$ cat src/shared/ccu_pkg.sv
// shared constants for one counter array compare/capture unit
package ccu_pkg;

  localparam int unsigned ADDR_W   = 4;
  localparam int unsigned DATA_W   = 8;
  localparam int unsigned TIMER_W  = 16;

  // register byte addresses
  localparam logic [3:0] OFS_MODE_SELECT = 4'h0;
  localparam logic [3:0] OFS_COMPARE_LOW = 4'h4;
  localparam logic [3:0] OFS_COMPARE_HIGH = 4'h8;
  localparam logic [3:0] OFS_UNIT_STATUS = 4'hc;

  // module_mode_select field positions
  localparam int unsigned BIT_EVENT_IRQ_EN   = 0;
  localparam int unsigned BIT_PWM_OUT_EN     = 1;
  localparam int unsigned BIT_MATCH_TOGGLE   = 2;
  localparam int unsigned BIT_MATCH_FLAG_EN  = 3;
  localparam int unsigned BIT_FALL_CAPTURE   = 4;
  localparam int unsigned BIT_RISE_CAPTURE   = 5;
  localparam int unsigned BIT_COMPARATOR_EN  = 6;
  localparam int unsigned MODE_STORED_W      = 7;

  // unit_status field positions
  localparam int unsigned BIT_STAT_EVENT_FLAG = 0;
  localparam int unsigned BIT_STAT_PIN_OUT    = 1;
  localparam int unsigned BIT_STAT_PIN_OE     = 2;
  localparam int unsigned BIT_STAT_PIN_LEVEL  = 3;

  // values after reset
  localparam logic [6:0] RST_MODE_SELECT = 7'h00;
  localparam logic [7:0] RST_COMPARE     = 8'h00;
  localparam logic [7:0] RST_READ_DATA   = 8'h00;

  localparam logic [7:0] TIMER_LOW_WRAP = 8'h00;
  localparam int unsigned WATCHDOG_UNIT = 4;

  typedef enum logic [2:0] {
    mode_idle,
    mode_capture,
    mode_soft_timer,
    mode_hs_output,
    mode_pwm
  } unit_mode_t;

endpackage

$ cat src/shared/pin_edge_if.sv
// pin level and edge pulses between sampler and unit core
`timescale 1ns/1ps
interface pin_edge_if;
  logic pin_level;
  logic rise;
  logic fall;

  modport sampler (input pin_level, output rise, output fall);
  modport core    (output pin_level, input rise, input fall);
endinterface

$ cat src/pin_edge_sampler.sv
// edge detector on the unit's sampled pin
`timescale 1ns/1ps
module pin_edge_sampler (
  input  wire logic   clk,
  input  wire logic   reset,
  pin_edge_if.sampler edges
);

  logic prev_ff;
  logic seen_ff;

  always_ff @(posedge clk) begin
    if (reset) begin
      prev_ff <= 1'b0;
      seen_ff <= 1'b0;
    end else begin
      prev_ff <= edges.pin_level;
      seen_ff <= 1'b1;
    end
  end

  // no edge reported until a first level is known
  assign edges.rise = seen_ff && edges.pin_level && !prev_ff;
  assign edges.fall = seen_ff && !edges.pin_level && prev_ff;

endmodule

$ cat src/compare_capture_unit.sv
// one compare/capture/pwm unit of the counter array, watchdog on unit 4
`timescale 1ns/1ps
// Contract
// - either edge bit enables capture, polarity chosen
// - pin sampled, valid edge triggers capture
// - capture copies timer pair, sets event flag
// - interrupt only when flag and enable set
// - comparator plus match: equality sets event flag
// - toggle added: pin inverts on each match
// - pwm needs pwm, comparator, others clear
// - pwm pin low below compare, else high
// - low byte wrap reloads active from reload
// - shared timer, duty per unit compare
// - only unit 4 has watchdog
// - watchdog armed: compare mode plus arm bit
// - armed and timer match gives internal reset
// - internal reset never drives external pin
// - clearing arm bit prevents reset, setting rearms
module compare_capture_unit #(
  parameter int unsigned UNIT_INDEX = 0
) (
  input  wire logic        clk,
  input  wire logic        reset,
  input  wire logic [3:0]  reg_addr,
  input  wire logic [7:0]  reg_wdata,
  input  wire logic        reg_write,
  input  wire logic        reg_read,
  output logic      [7:0]  reg_rdata,
  input  wire logic [15:0] array_timer,
  input  wire logic        timer_step,
  input  wire logic        watchdog_arm_bit,
  input  wire logic        module_pin_in,
  output logic             module_pin_out,
  output logic             module_pin_oe,
  output logic             event_irq,
  output logic             watchdog_reset
);

  logic [6:0]  mode_ff;
  logic [7:0]  compare_low_ff;
  logic [7:0]  compare_high_ff;
  logic        module_event_flag_ff;
  logic        pin_out_ff;
  logic        pin_oe_ff;
  logic        irq_ff;
  logic        wdt_reset_ff;
  logic [7:0]  rdata_ff;

  logic                 comparator_enable;
  logic                 rise_capture_enable;
  logic                 fall_capture_enable;
  logic                 match_flag_enable;
  logic                 match_toggle_enable;
  logic                 pwm_output_enable;
  logic                 event_interrupt_enable;
  ccu_pkg::unit_mode_t  unit_mode;
  logic                 timer_match;
  logic                 capture_hit;
  logic                 compare_hit;
  logic                 low_wrap;
  logic                 watchdog_armed;
  logic                 wr_mode;
  logic                 wr_low;
  logic                 wr_high;
  logic                 wr_status;
  logic [7:0]           status_view;
  logic [7:0]           nxt_rdata;

  pin_edge_if edges ();

  assign edges.pin_level = module_pin_in;

  pin_edge_sampler u_sampler (
    .clk   (clk),
    .reset (reset),
    .edges (edges)
  );

  assign comparator_enable      = mode_ff[ccu_pkg::BIT_COMPARATOR_EN];
  assign rise_capture_enable    = mode_ff[ccu_pkg::BIT_RISE_CAPTURE];
  assign fall_capture_enable    = mode_ff[ccu_pkg::BIT_FALL_CAPTURE];
  assign match_flag_enable      = mode_ff[ccu_pkg::BIT_MATCH_FLAG_EN];
  assign match_toggle_enable    = mode_ff[ccu_pkg::BIT_MATCH_TOGGLE];
  assign pwm_output_enable      = mode_ff[ccu_pkg::BIT_PWM_OUT_EN];
  assign event_interrupt_enable = mode_ff[ccu_pkg::BIT_EVENT_IRQ_EN];

  // mode decode; pwm only with comparator set and every other function bit clear
  always_comb begin
    if (pwm_output_enable && comparator_enable && !rise_capture_enable
        && !fall_capture_enable && !match_flag_enable && !match_toggle_enable
        && !event_interrupt_enable) begin
      unit_mode = ccu_pkg::mode_pwm;
    end else if (rise_capture_enable || fall_capture_enable) begin
      unit_mode = ccu_pkg::mode_capture;
    end else if (comparator_enable && match_flag_enable && match_toggle_enable) begin
      unit_mode = ccu_pkg::mode_hs_output;
    end else if (comparator_enable && match_flag_enable) begin
      unit_mode = ccu_pkg::mode_soft_timer;
    end else begin
      unit_mode = ccu_pkg::mode_idle;
    end
  end

  assign timer_match = timer_step
                       && (array_timer == {compare_high_ff, compare_low_ff});
  assign low_wrap = timer_step && (array_timer[7:0] == ccu_pkg::TIMER_LOW_WRAP);

  // polarity select on the sampled pin
  assign capture_hit = (unit_mode == ccu_pkg::mode_capture)
                       && ((rise_capture_enable && edges.rise)
                           || (fall_capture_enable && edges.fall));

  assign compare_hit = timer_match && ((unit_mode == ccu_pkg::mode_soft_timer)
                                       || (unit_mode == ccu_pkg::mode_hs_output));

  // watchdog exists only in unit 4
  generate
    if (UNIT_INDEX == ccu_pkg::WATCHDOG_UNIT) begin : g_watchdog
      assign watchdog_armed = watchdog_arm_bit && comparator_enable
                              && match_flag_enable;
    end else begin : g_no_watchdog
      assign watchdog_armed = 1'b0;
    end
  endgenerate

  assign wr_mode   = reg_write && (reg_addr == ccu_pkg::OFS_MODE_SELECT);
  assign wr_low    = reg_write && (reg_addr == ccu_pkg::OFS_COMPARE_LOW);
  assign wr_high   = reg_write && (reg_addr == ccu_pkg::OFS_COMPARE_HIGH);
  assign wr_status = reg_write && (reg_addr == ccu_pkg::OFS_UNIT_STATUS);

  // mode register; reserved bit 7 is not stored
  always_ff @(posedge clk) begin
    if (reset) begin
      mode_ff <= ccu_pkg::RST_MODE_SELECT;
    end else if (wr_mode) begin
      mode_ff <= reg_wdata[6:0];
    end
  end

  // compare pair: capture load wins over a software write
  always_ff @(posedge clk) begin
    if (reset) begin
      compare_low_ff  <= ccu_pkg::RST_COMPARE;
      compare_high_ff <= ccu_pkg::RST_COMPARE;
    end else if (capture_hit) begin
      compare_low_ff  <= array_timer[7:0];
      compare_high_ff <= array_timer[15:8];
    end else if ((unit_mode == ccu_pkg::mode_pwm) && low_wrap) begin
      compare_low_ff  <= compare_high_ff;
      if (wr_high) begin
        compare_high_ff <= reg_wdata;
      end
    end else begin
      if (wr_low) begin
        compare_low_ff <= reg_wdata;
      end
      if (wr_high) begin
        compare_high_ff <= reg_wdata;
      end
    end
  end

  // event flag: set wins over software clear
  always_ff @(posedge clk) begin
    if (reset) begin
      module_event_flag_ff <= 1'b0;
    end else if (capture_hit || compare_hit) begin
      module_event_flag_ff <= 1'b1;
    end else if (wr_status && !reg_wdata[ccu_pkg::BIT_STAT_EVENT_FLAG]) begin
      module_event_flag_ff <= 1'b0;
    end
  end

  // pin drive for toggle and pwm modes
  always_ff @(posedge clk) begin
    if (reset) begin
      pin_out_ff <= 1'b0;
      pin_oe_ff  <= 1'b0;
    end else begin
      case (unit_mode)
        ccu_pkg::mode_hs_output: begin
          pin_oe_ff <= 1'b1;
          if (timer_match) begin
            pin_out_ff <= !pin_out_ff;
          end
        end
        ccu_pkg::mode_pwm: begin
          pin_oe_ff  <= 1'b1;
          // shared timer low byte against this unit's own duty byte
          pin_out_ff <= (array_timer[7:0] >= compare_low_ff);
        end
        default: begin
          pin_oe_ff <= 1'b0;
        end
      endcase
    end
  end

  always_ff @(posedge clk) begin
    if (reset) begin
      irq_ff <= 1'b0;
    end else begin
      irq_ff <= module_event_flag_ff && event_interrupt_enable;
    end
  end

  // internal reset pulse, separate from the external reset pin
  always_ff @(posedge clk) begin
    if (reset) begin
      wdt_reset_ff <= 1'b0;
    end else begin
      wdt_reset_ff <= watchdog_armed && timer_match;
    end
  end

  always_comb begin
    status_view = 8'h00;
    status_view[ccu_pkg::BIT_STAT_EVENT_FLAG] = module_event_flag_ff;
    status_view[ccu_pkg::BIT_STAT_PIN_OUT]    = pin_out_ff;
    status_view[ccu_pkg::BIT_STAT_PIN_OE]     = pin_oe_ff;
    status_view[ccu_pkg::BIT_STAT_PIN_LEVEL]  = module_pin_in;
  end

  // read data valid only in the cycle after the strobe
  always_comb begin
    nxt_rdata = ccu_pkg::RST_READ_DATA;
    if (reg_read) begin
      case (reg_addr)
        ccu_pkg::OFS_MODE_SELECT:  nxt_rdata = {1'b0, mode_ff};
        ccu_pkg::OFS_COMPARE_LOW:  nxt_rdata = compare_low_ff;
        ccu_pkg::OFS_COMPARE_HIGH: nxt_rdata = compare_high_ff;
        ccu_pkg::OFS_UNIT_STATUS:  nxt_rdata = status_view;
        default:                   nxt_rdata = ccu_pkg::RST_READ_DATA;
      endcase
    end
  end

  always_ff @(posedge clk) begin
    if (reset) begin
      rdata_ff <= ccu_pkg::RST_READ_DATA;
    end else begin
      rdata_ff <= nxt_rdata;
    end
  end

  assign reg_rdata      = rdata_ff;
  assign module_pin_out = pin_out_ff;
  assign module_pin_oe  = pin_oe_ff;
  assign event_irq      = irq_ff;
  assign watchdog_reset = wdt_reset_ff;

  logic past_valid_ff;

  always_ff @(posedge clk) begin
    if (reset) begin
      past_valid_ff <= 1'b0;
    end else begin
      past_valid_ff <= 1'b1;
    end
  end
endmodule

$ cat config.mk
export PLATFORM = sky130hd
export DESIGN_NAME = compare_capture_unit
export DESIGN_NICKNAME = d
export VERILOG_FILES = /design/src/shared/ccu_pkg.sv /design/src/shared/pin_edge_if.sv /design/src/pin_edge_sampler.sv /design/src/compare_capture_unit.sv
export SDC_FILE = /design/constraint.sdc
export NUM_CORES = 1
export LEC_CHECK = 0
export BUFFER_PORTS_ARGS = -buffer_cell sky130_fd_sc_hd__clkbuf_2
export CAP_MARGIN = 30
export CORE_MARGIN = 2
export CORE_UTILIZATION = 54
export DETAILED_ROUTE_END_ITERATION = 6
export HOLD_SLACK_MARGIN = 0.15
export PLACE_DENSITY = 0.85
export SLEW_MARGIN = 20
export SYNTH_ARGS = -nofsm -noshare
export SYNTH_HDL_FRONTEND = slang
export SYNTH_HIERARCHICAL = 1
export SYNTH_SLANG_ARGS = --single-unit
$ cat constraint.sdc
create_clock -name clk -period 3.7 [get_ports clk]
set_input_delay 0.74 -clock clk [delete_from_list [all_inputs] [get_ports clk]]
set_output_delay 0.74 -clock clk [all_outputs]
set_load 0.01 [all_outputs]
* After elaboration in Yosys (flattened, before gate mapping)
Cells that the tools add are included.
** Word-level totals
- Bits in registers :: 37
- Input port bits :: 35
- Output and inout port bits :: 12
- Word-level logic and storage cells :: 84
** Operators by class
- Magnitude comparators :: 1
- Eq/ne operators :: 9
- Multiplexer cells :: 16
- Bitwise logic cells :: 1
- Reductions and logical operators :: 47
** Operator list (number)
- 8-bit two-way mux :: 5
- 8-bit one-hot mux with 4 select lines :: 1
- 1-bit logical AND :: 25
- 16-bit equality test :: 1
- 1-bit zero test :: 9
- 4-bit equality test, second input constant :: 2
- 8-bit >= comparator :: 1
- 8-bit zero test :: 1
- 3-bit by 2-bit equality test with 1-bit output, second input constant :: 2
- 2-bit two-way mux :: 3
- 2-bit nonzero test :: 3
- 1-bit two-way mux :: 5
- 4-bit by 3-bit equality test with 1-bit output, second input constant :: 1
- 4-bit zero test :: 1
- 1-bit logical OR :: 4
- 2-bit OR reduction :: 2
- 3-bit by 1-bit equality test with 1-bit output, second input constant :: 1
- 3-bit equality test, second input constant :: 1
- 3-bit two-way mux :: 1
- 3-bit nonzero test :: 1
- 2-bit inequality test, second input constant :: 1
- 1-bit one-hot mux with 2 select lines :: 1
- 2-bit AND reduction :: 1
- 1-bit NOT :: 1

* Longest topological paths before layout
Gate-level depths: netlist (run 1).
- Word-level depth :: 12
- Gate-level depth with buffers :: 8
- Mapped depth without buffers :: 7

* By module
The synthesis (run 1) kept the hierarchy.
** By module, submodules not included
- compare_capture_unit :: instances 1, cells an instance 228, area each 1958.1 sq um, seq. area each 700.7 sq um
- pin_edge_sampler :: instances 1, cells an instance 6, area each 67.6 sq um, seq. area each 40.0 sq um

* Worst setup path after synthesis (run 1)
OpenSTA, ideal clock, no wires.
- Path type :: input-to-reg
- Start point :: in array_timer[4]
- End point :: reg pin_out_ff (netlist: module_pin_out)
- Setup time :: 133 ps
- Arrival :: 2217 ps
- Required time :: 3567 ps
- Setup slack :: 1350 ps
- Cell stages on the path :: 6
- Buffers on the path :: 0
- Cell sequence :: ha_1 -> nand4_1 -> or4_4 -> nor4_4 -> mux2i_1 -> a211oi_2
** On the way
- Word-level cells in the longest chain between the ends :: 4
- Elaborated cells between the ends (all ways) :: 6
- Classes of those cells :: order compare (1); eq/ne (2); mux (1); reduce/logical (2)
** RTL lines
- from (decl) :: line compare_capture_unit.sv:29 : input wire logic [15:0] array_timer,
- parallel branches: the longest is 4 deep, another holds 8-bit >= comparator
- to (signal assigned) :: line compare_capture_unit.sv:184 : pin_out_ff <= !pin_out_ff;
- to (signal assigned) :: line compare_capture_unit.sv:190 : pin_out_ff <= (array_timer[7:0] >= compare_low_ff);
- to (decl) :: line compare_capture_unit.sv:43 : logic pin_out_ff;
Several ways; the timed one is not identified.
A chain may end at the register's enable or synchronous reset.

* Final worst setup path (run 1)
- Start point :: reg mode_ff[3]
- End point :: reg compare_low_ff[7]
** On the way
- Word-level cells in the longest chain between the ends :: 9
- Elaborated cells between the ends (all ways) :: 17
- Classes of those cells :: eq/ne (2); mux (6); reduce/logical (9)
** RTL lines
- from (decl) :: line compare_capture_unit.sv:39 : logic [6:0] mode_ff;
- from (signal assigned) :: line compare_capture_unit.sv:134 : mode_ff <= ccu_pkg::RST_MODE_SELECT;
- from (signal assigned) :: line compare_capture_unit.sv:136 : mode_ff <= reg_wdata[6:0];
- 1-bit logical AND or 1-bit zero test (tied branches) :: line compare_capture_unit.sv:95, compare_capture_unit.sv:97, compare_capture_unit.sv:90
- 2-bit two-way mux (tied with other cells) :: line compare_capture_unit.sv:97 : end else if (comparator_enable && match_flag_enable) begin
- 2-bit two-way mux or 1-bit logical AND (tied branches) :: line compare_capture_unit.sv:95, compare_capture_unit.sv:90
- 2-bit two-way mux or 1-bit logical AND (tied branches) :: line compare_capture_unit.sv:93, compare_capture_unit.sv:91
- 3-bit two-way mux * :: line compare_capture_unit.sv:89 : if (pwm_output_enable && comparator_enable && !rise_capture_enable
- 3-bit equality test :: line compare_capture_unit.sv:148 : end else if ((unit_mode == ccu_pkg::mode_pwm) && low_wrap) begin
- 1-bit logical AND :: line compare_capture_unit.sv:148
- 8-bit two-way mux :: line compare_capture_unit.sv:148
- 8-bit two-way mux :: line compare_capture_unit.sv:145 : end else if (capture_hit) begin
- to (signal assigned) :: line compare_capture_unit.sv:143 : compare_low_ff <= ccu_pkg::RST_COMPARE;
- to (signal assigned) :: line compare_capture_unit.sv:146 : compare_low_ff <= array_timer[7:0];
- to (signal assigned) :: line compare_capture_unit.sv:149 : compare_low_ff <= compare_high_ff;
- to (decl) :: line compare_capture_unit.sv:40 : logic [7:0] compare_low_ff;
Every way passes the cells marked *; elsewhere a longest branch is shown, timed or not.

==> impl_metrics.tcl, run 1 <==
set metrics [dict create \
    worst_hold_slack_ns 0.485 \
    syn-num-nets 277 \
    floorplan.die.height_um 65.2 \
    postSynthAreaPerCell_sq_um 8.66 \
    routed-via-count 1930 \
    antennaDiodeCount 0 \
    ios 47 \
    hold_viol 0 \
    timing.critical_path.to_type "register" \
    antenna_left 0 \
    hold_class "register to register" \
    tightestPinTransition_ns 0.654 \
    gp_routability_congestion 0.909 \
    routed_wire_length_per_instance_um 16.3 \
    all_layer_gr_usage 0.270 \
    worst_setup_skew_after_layout_ns 0.0103 \
    dp_cells 318 \
    netlist.area_leader.share 0.366 \
    post_synth_instance_area_sq_um 2030 \
    async_set_reset_flop_share_out_of_synthesis 0 \
    via_count_of_the_first_global_routing_pass 1749 \
    worstPathMaxFanout 10 \
    cpMaxStageDelayCell "nor4b_1" \
    cts-buffers-inserted 5 \
    timing.critical_path.max_delay_family "simple AND/OR/NAND/NOR gates" \
    slew-limit-headroom 0.558 \
    postCtsSetupRepairBufs 0 \
    final_layout_size_suffix_gt1_frac 0.230 \
    largest_net_degree_at_the_start_of_global_routing 33 \
    critPathLaunchType "register" \
    ys_seq_area_frac 0.366 \
    wire_length_of_the_first_global_routing_pass_um 8470 \
    synth_edf_count 0 \
    layout_worst_path_cycle_share 0.670 \
    grt_overflow 0 \
    power_density_nw_per_um2 357 \
    post_synth_num_cell_types 40 \
    grt_setup_unrepaired "false" \
    cts-root-to-sink-buffers 2 \
    layout_min_cycle_time_ns 2.48 \
    setup_total_negative_slack_ns 0 \
    layout_net_count 320 \
    timing.critical_path.buf_inv 0 \
    detail_route.wirelength_um 5300 \
    path_class "register to register" \
    max_cap_viol_count 0 \
    core_area_sq_um 3630 \
    yosysWarningCount 6 \
    io_buffers 44 \
    slowest_delay_ns 0.63 \
    initial_utilization 0.558 \
    yosys-top-cells-count "dfxtp_1, nor2_1, a21oi_1, nand2_1, mux2i_1" \
    detailed_place_hpwl_um 3900 \
    outcome "completed" \
    die-width_um 65.2 \
    worstPathRequired_ns 3.91 \
    slew_viols_final 0 \
    synth-seq-cells 37 \
    achievable-frequency_mhz 403 \
    yosys_most_used_dff "dfxtp_1" \
    root_buffer "clkbuf_8" \
    leakage_nw 0.988 \
    largest_cells_by_area_after_synthesis "dfxtp_1, mux2i_1, nor2_1" \
    power.ir.vdd_worst_v 0.000208 \
    crit_chain "nor4b_1 > nand4_1 > nand3_2 > nand2b_1 > o22ai_1" \
    worst_skew_pair.late_latency_ns 0.29 \
    placement_rows 22 \
    worstPathArrival_ns 2.69 \
    clock_sink_count 37 \
    die_area_sq_um 4260 \
    fin_cells 326 \
    violation_count_after_the_first_detailed_routing_iteration 176 \
    avgViaCountPerCell 5.92 \
    ctsResizeCount 0 \
    library_cell_occupying_the_most_area_in_the_post_synthesis_netlist "dfxtp_1" \
    cts_htree_levels 2 \
    syn-instance-count 234 \
    setup_violations 0 \
    yosys.cell_count.top_type "dfxtp_1" \
    area.growth.synth_to_final_pct 18.3 \
    cts_tree "built" \
    number_of_detailed_route_iterations_in_the_first_pass 5 \
    clkSlewWorstSetupHoldPaths_ns 0.08 \
    cts_hold_repair.buffers 0 \
    drc 0 \
    antenna_found_initial 0 \
]
==> placed cells by master (no fill, tap or decap), types with 8 or more instances in the layout <==
cell type  instances
clkbuf_2          44
dfxtp_1           37
nor2_1            30
a21oi_1           20
nand2_1           14
mux2i_1           12
inv_1             11
nand2b_1          11
o21ai_0           10
xnor2_1            8
ha_1               8
==> layer usage <==
layer / global-route usage / vias up / wire length (um)
met5: 0 / - / 0
met4: 0.146 / 0 / 140
met3: 0.0668 / 12 / 472
met2: 0.412 / 113 / 2450
met1: 0.350 / 885 / 2240
li1: - / 920 / -
==> through the flow <==
step / total power, mW / util / area, sq um / worst slack [ns]
floorplan: 0.465 / - / 2030 / 1.35
global placement: 0.501 / 0.628 / 2280 / 1.09
detailed placement: 0.503 / 0.628 / 2280 / 1.05
CTS: 0.862 / 0.660 / 2400 / 1.31
global route: 0.889 / 0.660 / 2400 / 1.08
finish: 0.856 / 0.660 / 2400 / 1.22
==> path summary, 6_finish.rpt <==
kind	startpoint	end	slack [ns]	depth (start not counted)
setup / recovery	mode_ff[3]$_SDFFE_PP0P_	compare_low_ff[7]$_SDFFE_PP0P_	1.22	5
hold / removal	module_event_flag_ff$_SDFFE_PP0P_	event_irq$_SDFF_PP0_	0.48	2
setup reg to reg	mode_ff[3]$_SDFFE_PP0P_	compare_low_ff[7]$_SDFFE_PP0P_	1.22	5
hold reg to reg	module_event_flag_ff$_SDFFE_PP0P_	event_irq$_SDFF_PP0_	0.48	2
==> where the power goes <==
part	internal (mW)	switching (mW)
Clock	0.220	0.140
Combinational	0.0384	0.0496
Sequential	0.403	0.00496
Total	0.661	0.194
==> area by class of cell <==
cell class,count,area [sq um]
Clock buffer,7,86.3
Clock inverter,1,30.0
Fill cell,300,1240
Inverter,11,41.3
Multi-Input combinational cell,175,1200
Sequential cell,37,741
Tap cell,48,60.1
Timing Repair Buffer,47,243
==> state kept, by name (all words and copies together) (netlist names) <==
register              cells
compare_low_ff            8
reg_rdata                 8
event_irq                 1
u_sampler/seen_ff         1
u_sampler/prev_ff         1
mode_ff                   7
module_event_flag_ff      1
module_pin_out            1
module_pin_oe             1
compare_high_ff           8
==> cells by family (layout without fill, tap and decap cells) <==
kind of cell    count (synthesis)  after routing  synth area share
buf+inv                        22             66            0.0439
mux                            16             16             0.104
simple gates                   89             89             0.239
flops                          37             37             0.366
fa+ha+maj                       8              8            0.0494
other cells                     1              1           0.00185
xor+xnor                        8              8            0.0346
compound gates                 53             53             0.162
==> tightest hold or removal path: cells and delay by family (launching register included) <==
kind,cells,cell delay (ns)
flip-flops,1,0.32
AND/OR/NAND/NOR,2,0.12
No activity file was read; power rests on OpenSTA's default activity.
==> inputs of run 2 (changes only) <==
- CORE_UTILIZATION: 54 -> 48
- PLACE_DENSITY: 0.85 -> 0.8
- clock period: 3.7 -> 2.1 ns (I/O delays scaled with it)
==> run 2 against run 1 <==
  * Register-to-register slack worse by 1.1 ns
  * Critical endpoint is now module_pin_out$_SDFFE_PP0P_
  * Cell area rose by 12%
  * Maximum frequency up 22%
  * Sequential power rose by 76%
  * Non-clock buffer count rose by 25
  * Final cell count grew 8.3%
  * Critical path type unchanged
  * Largest power group unchanged
==> impl_metrics.tcl, run 2 (synthesized netlist as in run 1, its figures left out) <==
set metrics [dict create \
    core_area_sq_um 4030 \
    io_buffers 44 \
    worstPathArrival_ns 2.20 \
    seq_power_share 0.459 \
    antennaDiodeCount 0 \
    timing.critical_path.to_type "register" \
    antenna_left 0 \
    via_count_of_the_first_global_routing_pass 1912 \
    power_switching_share 0.240 \
    die_area_sq_um 4760 \
    routed-via-count 2056 \
    grt_overflow 0 \
    clockPowerShare 0.418 \
    total_switching_power_mw 0.376 \
    clkSlewWorstSetupHoldPaths_ns 0.08 \
    fin_cells 353 \
    hold_class "input port to register" \
    avgViaCountPerCell 5.82 \
    outcome "completed" \
    floorplan.die.height_um 69.0 \
    path_class "register to register" \
    leakage_nw 1.13 \
    wire_length_of_the_first_global_routing_pass_um 9110 \
    die-width_um 69.0 \
    share_comb_of_total_power 0.123 \
    initial_utilization 0.503 \
    antenna_found_initial 0 \
    worstPathMaxFanout 3 \
    setup_violations 0 \
    worst_setup_skew_after_layout_ns 0.00767 \
    layout_min_cycle_time_ns 2.03 \
    placed_cell_area_sq_um 2450 \
    critPathLaunchType "register" \
    routed_wire_length_per_instance_um 17.1 \
    hold_viol 0 \
    detailed_place_hpwl_um 4320 \
    cts-root-to-sink-buffers 2 \
    power_density_nw_per_um2 584 \
    worst_hold_slack_ns 0.400 \
    max_cap_viol_count 0 \
    layout_net_count 345 \
    power.ir.vdd_worst_v 0.000501 \
    dp_cells 341 \
    worst_skew_pair.late_latency_ns 0.30 \
    drc 0 \
    root_buffer "clkbuf_8" \
    final_layout_size_suffix_gt1_frac 0.350 \
    final_critical_path_setup_slack_ns 0.0726 \
    fin_total_pwr_mw 1.56 \
    layout.cells.most_common "clkbuf_2" \
    number_of_detailed_route_iterations_in_the_first_pass 5 \
    slew_viols_final 0 \
    internal_dissipation_mw 1.19 \
    most-common-layout-cells "clkbuf_2, nor2_1, dfxtp_1" \
    cts_tree "built" \
    final_cell_area_sq_um 2680 \
    all_layer_gr_usage 0.271 \
    worstPathRequired_ns 2.27 \
    placement_rows 23 \
    violation_count_after_the_first_detailed_routing_iteration 138 \
    ios 47 \
    cts-buffers-inserted 5 \
    largest_net_degree_at_the_start_of_global_routing 32 \
    layout_worst_path_cycle_share 0.965 \
    pre_cts_ws_ns -0.158 \
    achievable-frequency_mhz 493 \
    area.growth.synth_to_final_pct 32.2 \
    gp_routability_congestion 0.923 \
    detail_route.wirelength_um 6040 \
    cts_htree_levels 2 \
    clock_sink_count 37 \
]
## run 2: changes by cell type in the layout (fill, tap and decap cells not counted)
cell / change
inv_2: +2
ha_1: -5
or3b_1: -1
dfxtp_1: -8
ha_4: +5
buf_4: +24
buf_12: +1
clkinvlp_4: +1
or3b_4: +1
dfxtp_2: +8
clkbuf_1: -1
inv_1: -2
## run 2: metal layers
metal  share of wire  vias to the layer above  global-route usage  wire [um]
met5               0                        -                   0          0
met4           0.039                        0               0.127        235
met3           0.084                       26              0.0649        505
met2            0.49                      103               0.462       2950
met1            0.39                      956               0.320       2360
li1                -                      971                   -          -
## run 2: path summary, 6_finish.rpt
kind	start	endpoint	slack, ns	cells after the start
min	module_pin_in	u_sampler/prev_ff$_SDFF_PP0_	0.40	2
max	compare_low_ff[1]$_SDFFE_PP0P_	module_pin_out$_SDFFE_PP0P_	0.07	7
min reg2reg	module_event_flag_ff$_SDFFE_PP0P_	event_irq$_SDFF_PP0_	0.47	2
max reg2reg	compare_low_ff[1]$_SDFFE_PP0P_	module_pin_out$_SDFFE_PP0P_	0.07	7
## run 2: final cells by class
cell class / count / area (sq um)
Sequential cell: 37 / 751
Clock inverter: 2 / 37.5
Clock buffer: 6 / 82.6
Inverter: 11 / 41.3
Fill cell: 337 / 1350
Multi-Input combinational cell: 175 / 1260
Timing Repair Buffer: 72 / 443
Tap cell: 50 / 62.6
## run 2: metrics by stage
stage / utilization / TNS (ns)
after floorplan: - / 0
after global placement: 0.609 / -0.169
after detailed placement: 0.609 / -0.247
after CTS: 0.641 / 0
after global routing: 0.665 / -0.0126
final: 0.665 / 0
## run 2: power by group through the flow
stage	Clock (mW)	Sequential [mW]	Combinational [mW]
2_1_floorplan	0	0.732	0.0876
3_3_place_gp	0	0.733	0.168
3_5_place_dp	0	0.734	0.173
4_1_cts	0.662	0.717	0.176
5_1_grt	0.695	0.719	0.208
6_report	0.654	0.718	0.193
## run 2: timing repair
item                       CTS  global route
gates resized for setup      1            15
pin swaps                    2             4
buffers inserted             1             3
hold buffers                 0             0
setup endpoints to repair    2             2
## run 2: worst max-delay path, stage by stage (launching register included)
cell	delay [ns]
dfxtp_2	0.36
inv_2	0.05
ha_4	0.28
nand4_1	0.11
or4_4	0.52
nor4_4	0.29
mux2i_1	0.24
a211oi_2	0.06
==> inputs of run 3 (changes only) <==
- CELL_PAD_IN_SITES_DETAIL_PLACEMENT: not set -> 1
- CELL_PAD_IN_SITES_GLOBAL_PLACEMENT: not set -> 1
- CORE_UTILIZATION: 48 -> 36
- PLACE_DENSITY: 0.8 -> 0.81
==> run 3 against run 2 <==
  * Global-route usage fell by 3.9 points
  * Sequential power is essentially flat
  * Clock power is 0.9% higher
  * Flip-flop and latch count is the same
  * Clock-buffer cell count stayed put
  * Hold slack lost 0.0031 ns
  * Final cell count up 5.9%
  * First-iteration DRC count is 5.1% lower
  * Non-clock buffer count down 1
  * Largest power group unchanged
==> impl_metrics.tcl, run 3 (synthesized netlist as in run 1, its figures left out) <==
set metrics [dict create \
    cpMaxStageDelayCell "or4_4" \
    achievable-frequency_mhz 486 \
    final_layout_size_suffix_gt1_frac 0.331 \
    hold_class "input port to register" \
    cts_hold_repair.buffers 0 \
    layout_min_cycle_time_ns 2.06 \
    worstPathRequired_ns 2.28 \
    fin_total_pwr_mw 1.57 \
    hold_viol 0 \
    cts_htree_levels 2 \
    routed-via-count 2075 \
    worst_hold_slack_ns 0.397 \
    violation_count_after_the_first_detailed_routing_iteration 131 \
    worst_setup_skew_after_layout_ns 0.00834 \
    via_count_of_the_first_global_routing_pass 2130 \
    slew_viols_final 0 \
    slowest_delay_ns 0.55 \
    layout.cells.most_common "clkbuf_2" \
    core_area_sq_um 5470 \
    crit_chain "inv_1 > ha_1 > nand2_1 > or4_4 > nor4_4 > mux2i_1 > a211oi_2" \
    max_cap_viol_count 0 \
    most-common-layout-cells "clkbuf_2, dfxtp_1, nor2_1" \
    layout_worst_path_cycle_share 0.980 \
    timing.critical_path.to_type "register" \
    timing.critical_path.buf_inv 1 \
    path_class "register to register" \
    placement_rows 27 \
    worst_skew_pair.late_latency_ns 0.30 \
    antenna_left 0 \
    clock_sink_count 37 \
    outcome "completed" \
    grt_overflow 0 \
    layout_net_count 344 \
    io_buffers 44 \
    worstPathMaxFanout 3 \
    detail_route.wirelength_um 7150 \
    cts-buffers-inserted 5 \
    largest_net_degree_at_the_start_of_global_routing 32 \
    routed_wire_length_per_instance_um 19.1 \
    critPathLaunchType "register" \
    cts_tree "built" \
    clkSlewWorstSetupHoldPaths_ns 0.08 \
    number_of_detailed_route_iterations_in_the_first_pass 4 \
    power.ir.vdd_worst_v 0.000331 \
    timing.critical_path.max_delay_family "simple AND/OR/NAND/NOR gates" \
    die-width_um 79.0 \
    worstPathArrival_ns 2.24 \
    all_layer_gr_usage 0.232 \
    detailed_place_hpwl_um 5240 \
    initial_utilization 0.370 \
    antenna_found_initial 0 \
    avgViaCountPerCell 5.55 \
    area.growth.synth_to_final_pct 31.3 \
    nFillCells 681 \
    drc 0 \
    power_density_nw_per_um2 590 \
    setup_violations 0 \
    wire_length_of_the_first_global_routing_pass_um 11000 \
    gp_routability_congestion 0.846 \
    floorplan.die.height_um 79.0 \
    cts-root-to-sink-buffers 2 \
    antennaDiodeCount 0 \
    root_buffer "clkbuf_8" \
    die_area_sq_um 6240 \
    ios 47 \
    leakage_nw 1.12 \
]
## run 3: cell type report
| cell class | count | area [sq um] | share of cell area |
|---|---|---|---|
| sequential | 37 | 748 | 0.281 |
| clock buffer | 6 | 82.6 | 0.0311 |
| timing repair buffer | 71 | 423 | 0.159 |
| inverter | 11 | 41.3 | 0.0155 |
| clock inverter | 2 | 37.5 | 0.0141 |
| tap | 72 | 90.1 | 0.0339 |
| multi-input combinational | 175 | 1240 | 0.465 |
## run 3: where the power goes
part | switching, mW | total, mW | internal, mW
clock network | 0.273 | 0.660 | 0.386
logic | 0.103 | 0.191 | 0.0876
registers | 0.00839 | 0.718 | 0.710
## run 3: routing by layer
layer	part of all wire	vias to the layer above	routed length, um	track usage
li1	-	968	-	-
met1	0.41	999	2960	0.280
met2	0.50	89	3570	0.403
met3	0.056	19	401	0.0455
met4	0.029	0	210	0.0948
met5	0	-	0	0
## run 3: timing repair
| action | CTS | global route |
|---|---|---|
| resized for setup | 5 | 6 |
| pin swaps | 5 | 3 |
| endpoints found under the setup margin | 2 | 2 |
| setup buffers | 0 | 1 |
## run 3: stage by stage
step	std cells	setup WS (ns)	util	cell area [sq um]	TNS (ns)
final	374	0.0418	0.486	2660	0
after global routing	374	-0.00506	0.486	2660	-0.00506
after CTS	373	0.00718	0.479	2620	0
after detailed placement	365	-0.200	0.454	2480	-0.341
after global placement	365	-0.130	0.454	2480	-0.210
after floorplan	234	0.0699	-	2030	0
## run 3: worst paths after layout
check             cells past startpoint  slack [ns]                            to                         startpoint
setup reg to reg                      7        0.04   module_pin_out$_SDFFE_PP0P_     compare_low_ff[6]$_SDFFE_PP0P_
hold reg to reg                       2        0.48          event_irq$_SDFF_PP0_  module_event_flag_ff$_SDFFE_PP0P_
setup / recovery                      7        0.04   module_pin_out$_SDFFE_PP0P_     compare_low_ff[6]$_SDFFE_PP0P_
hold / removal                        2        0.40  u_sampler/prev_ff$_SDFF_PP0_                      module_pin_in
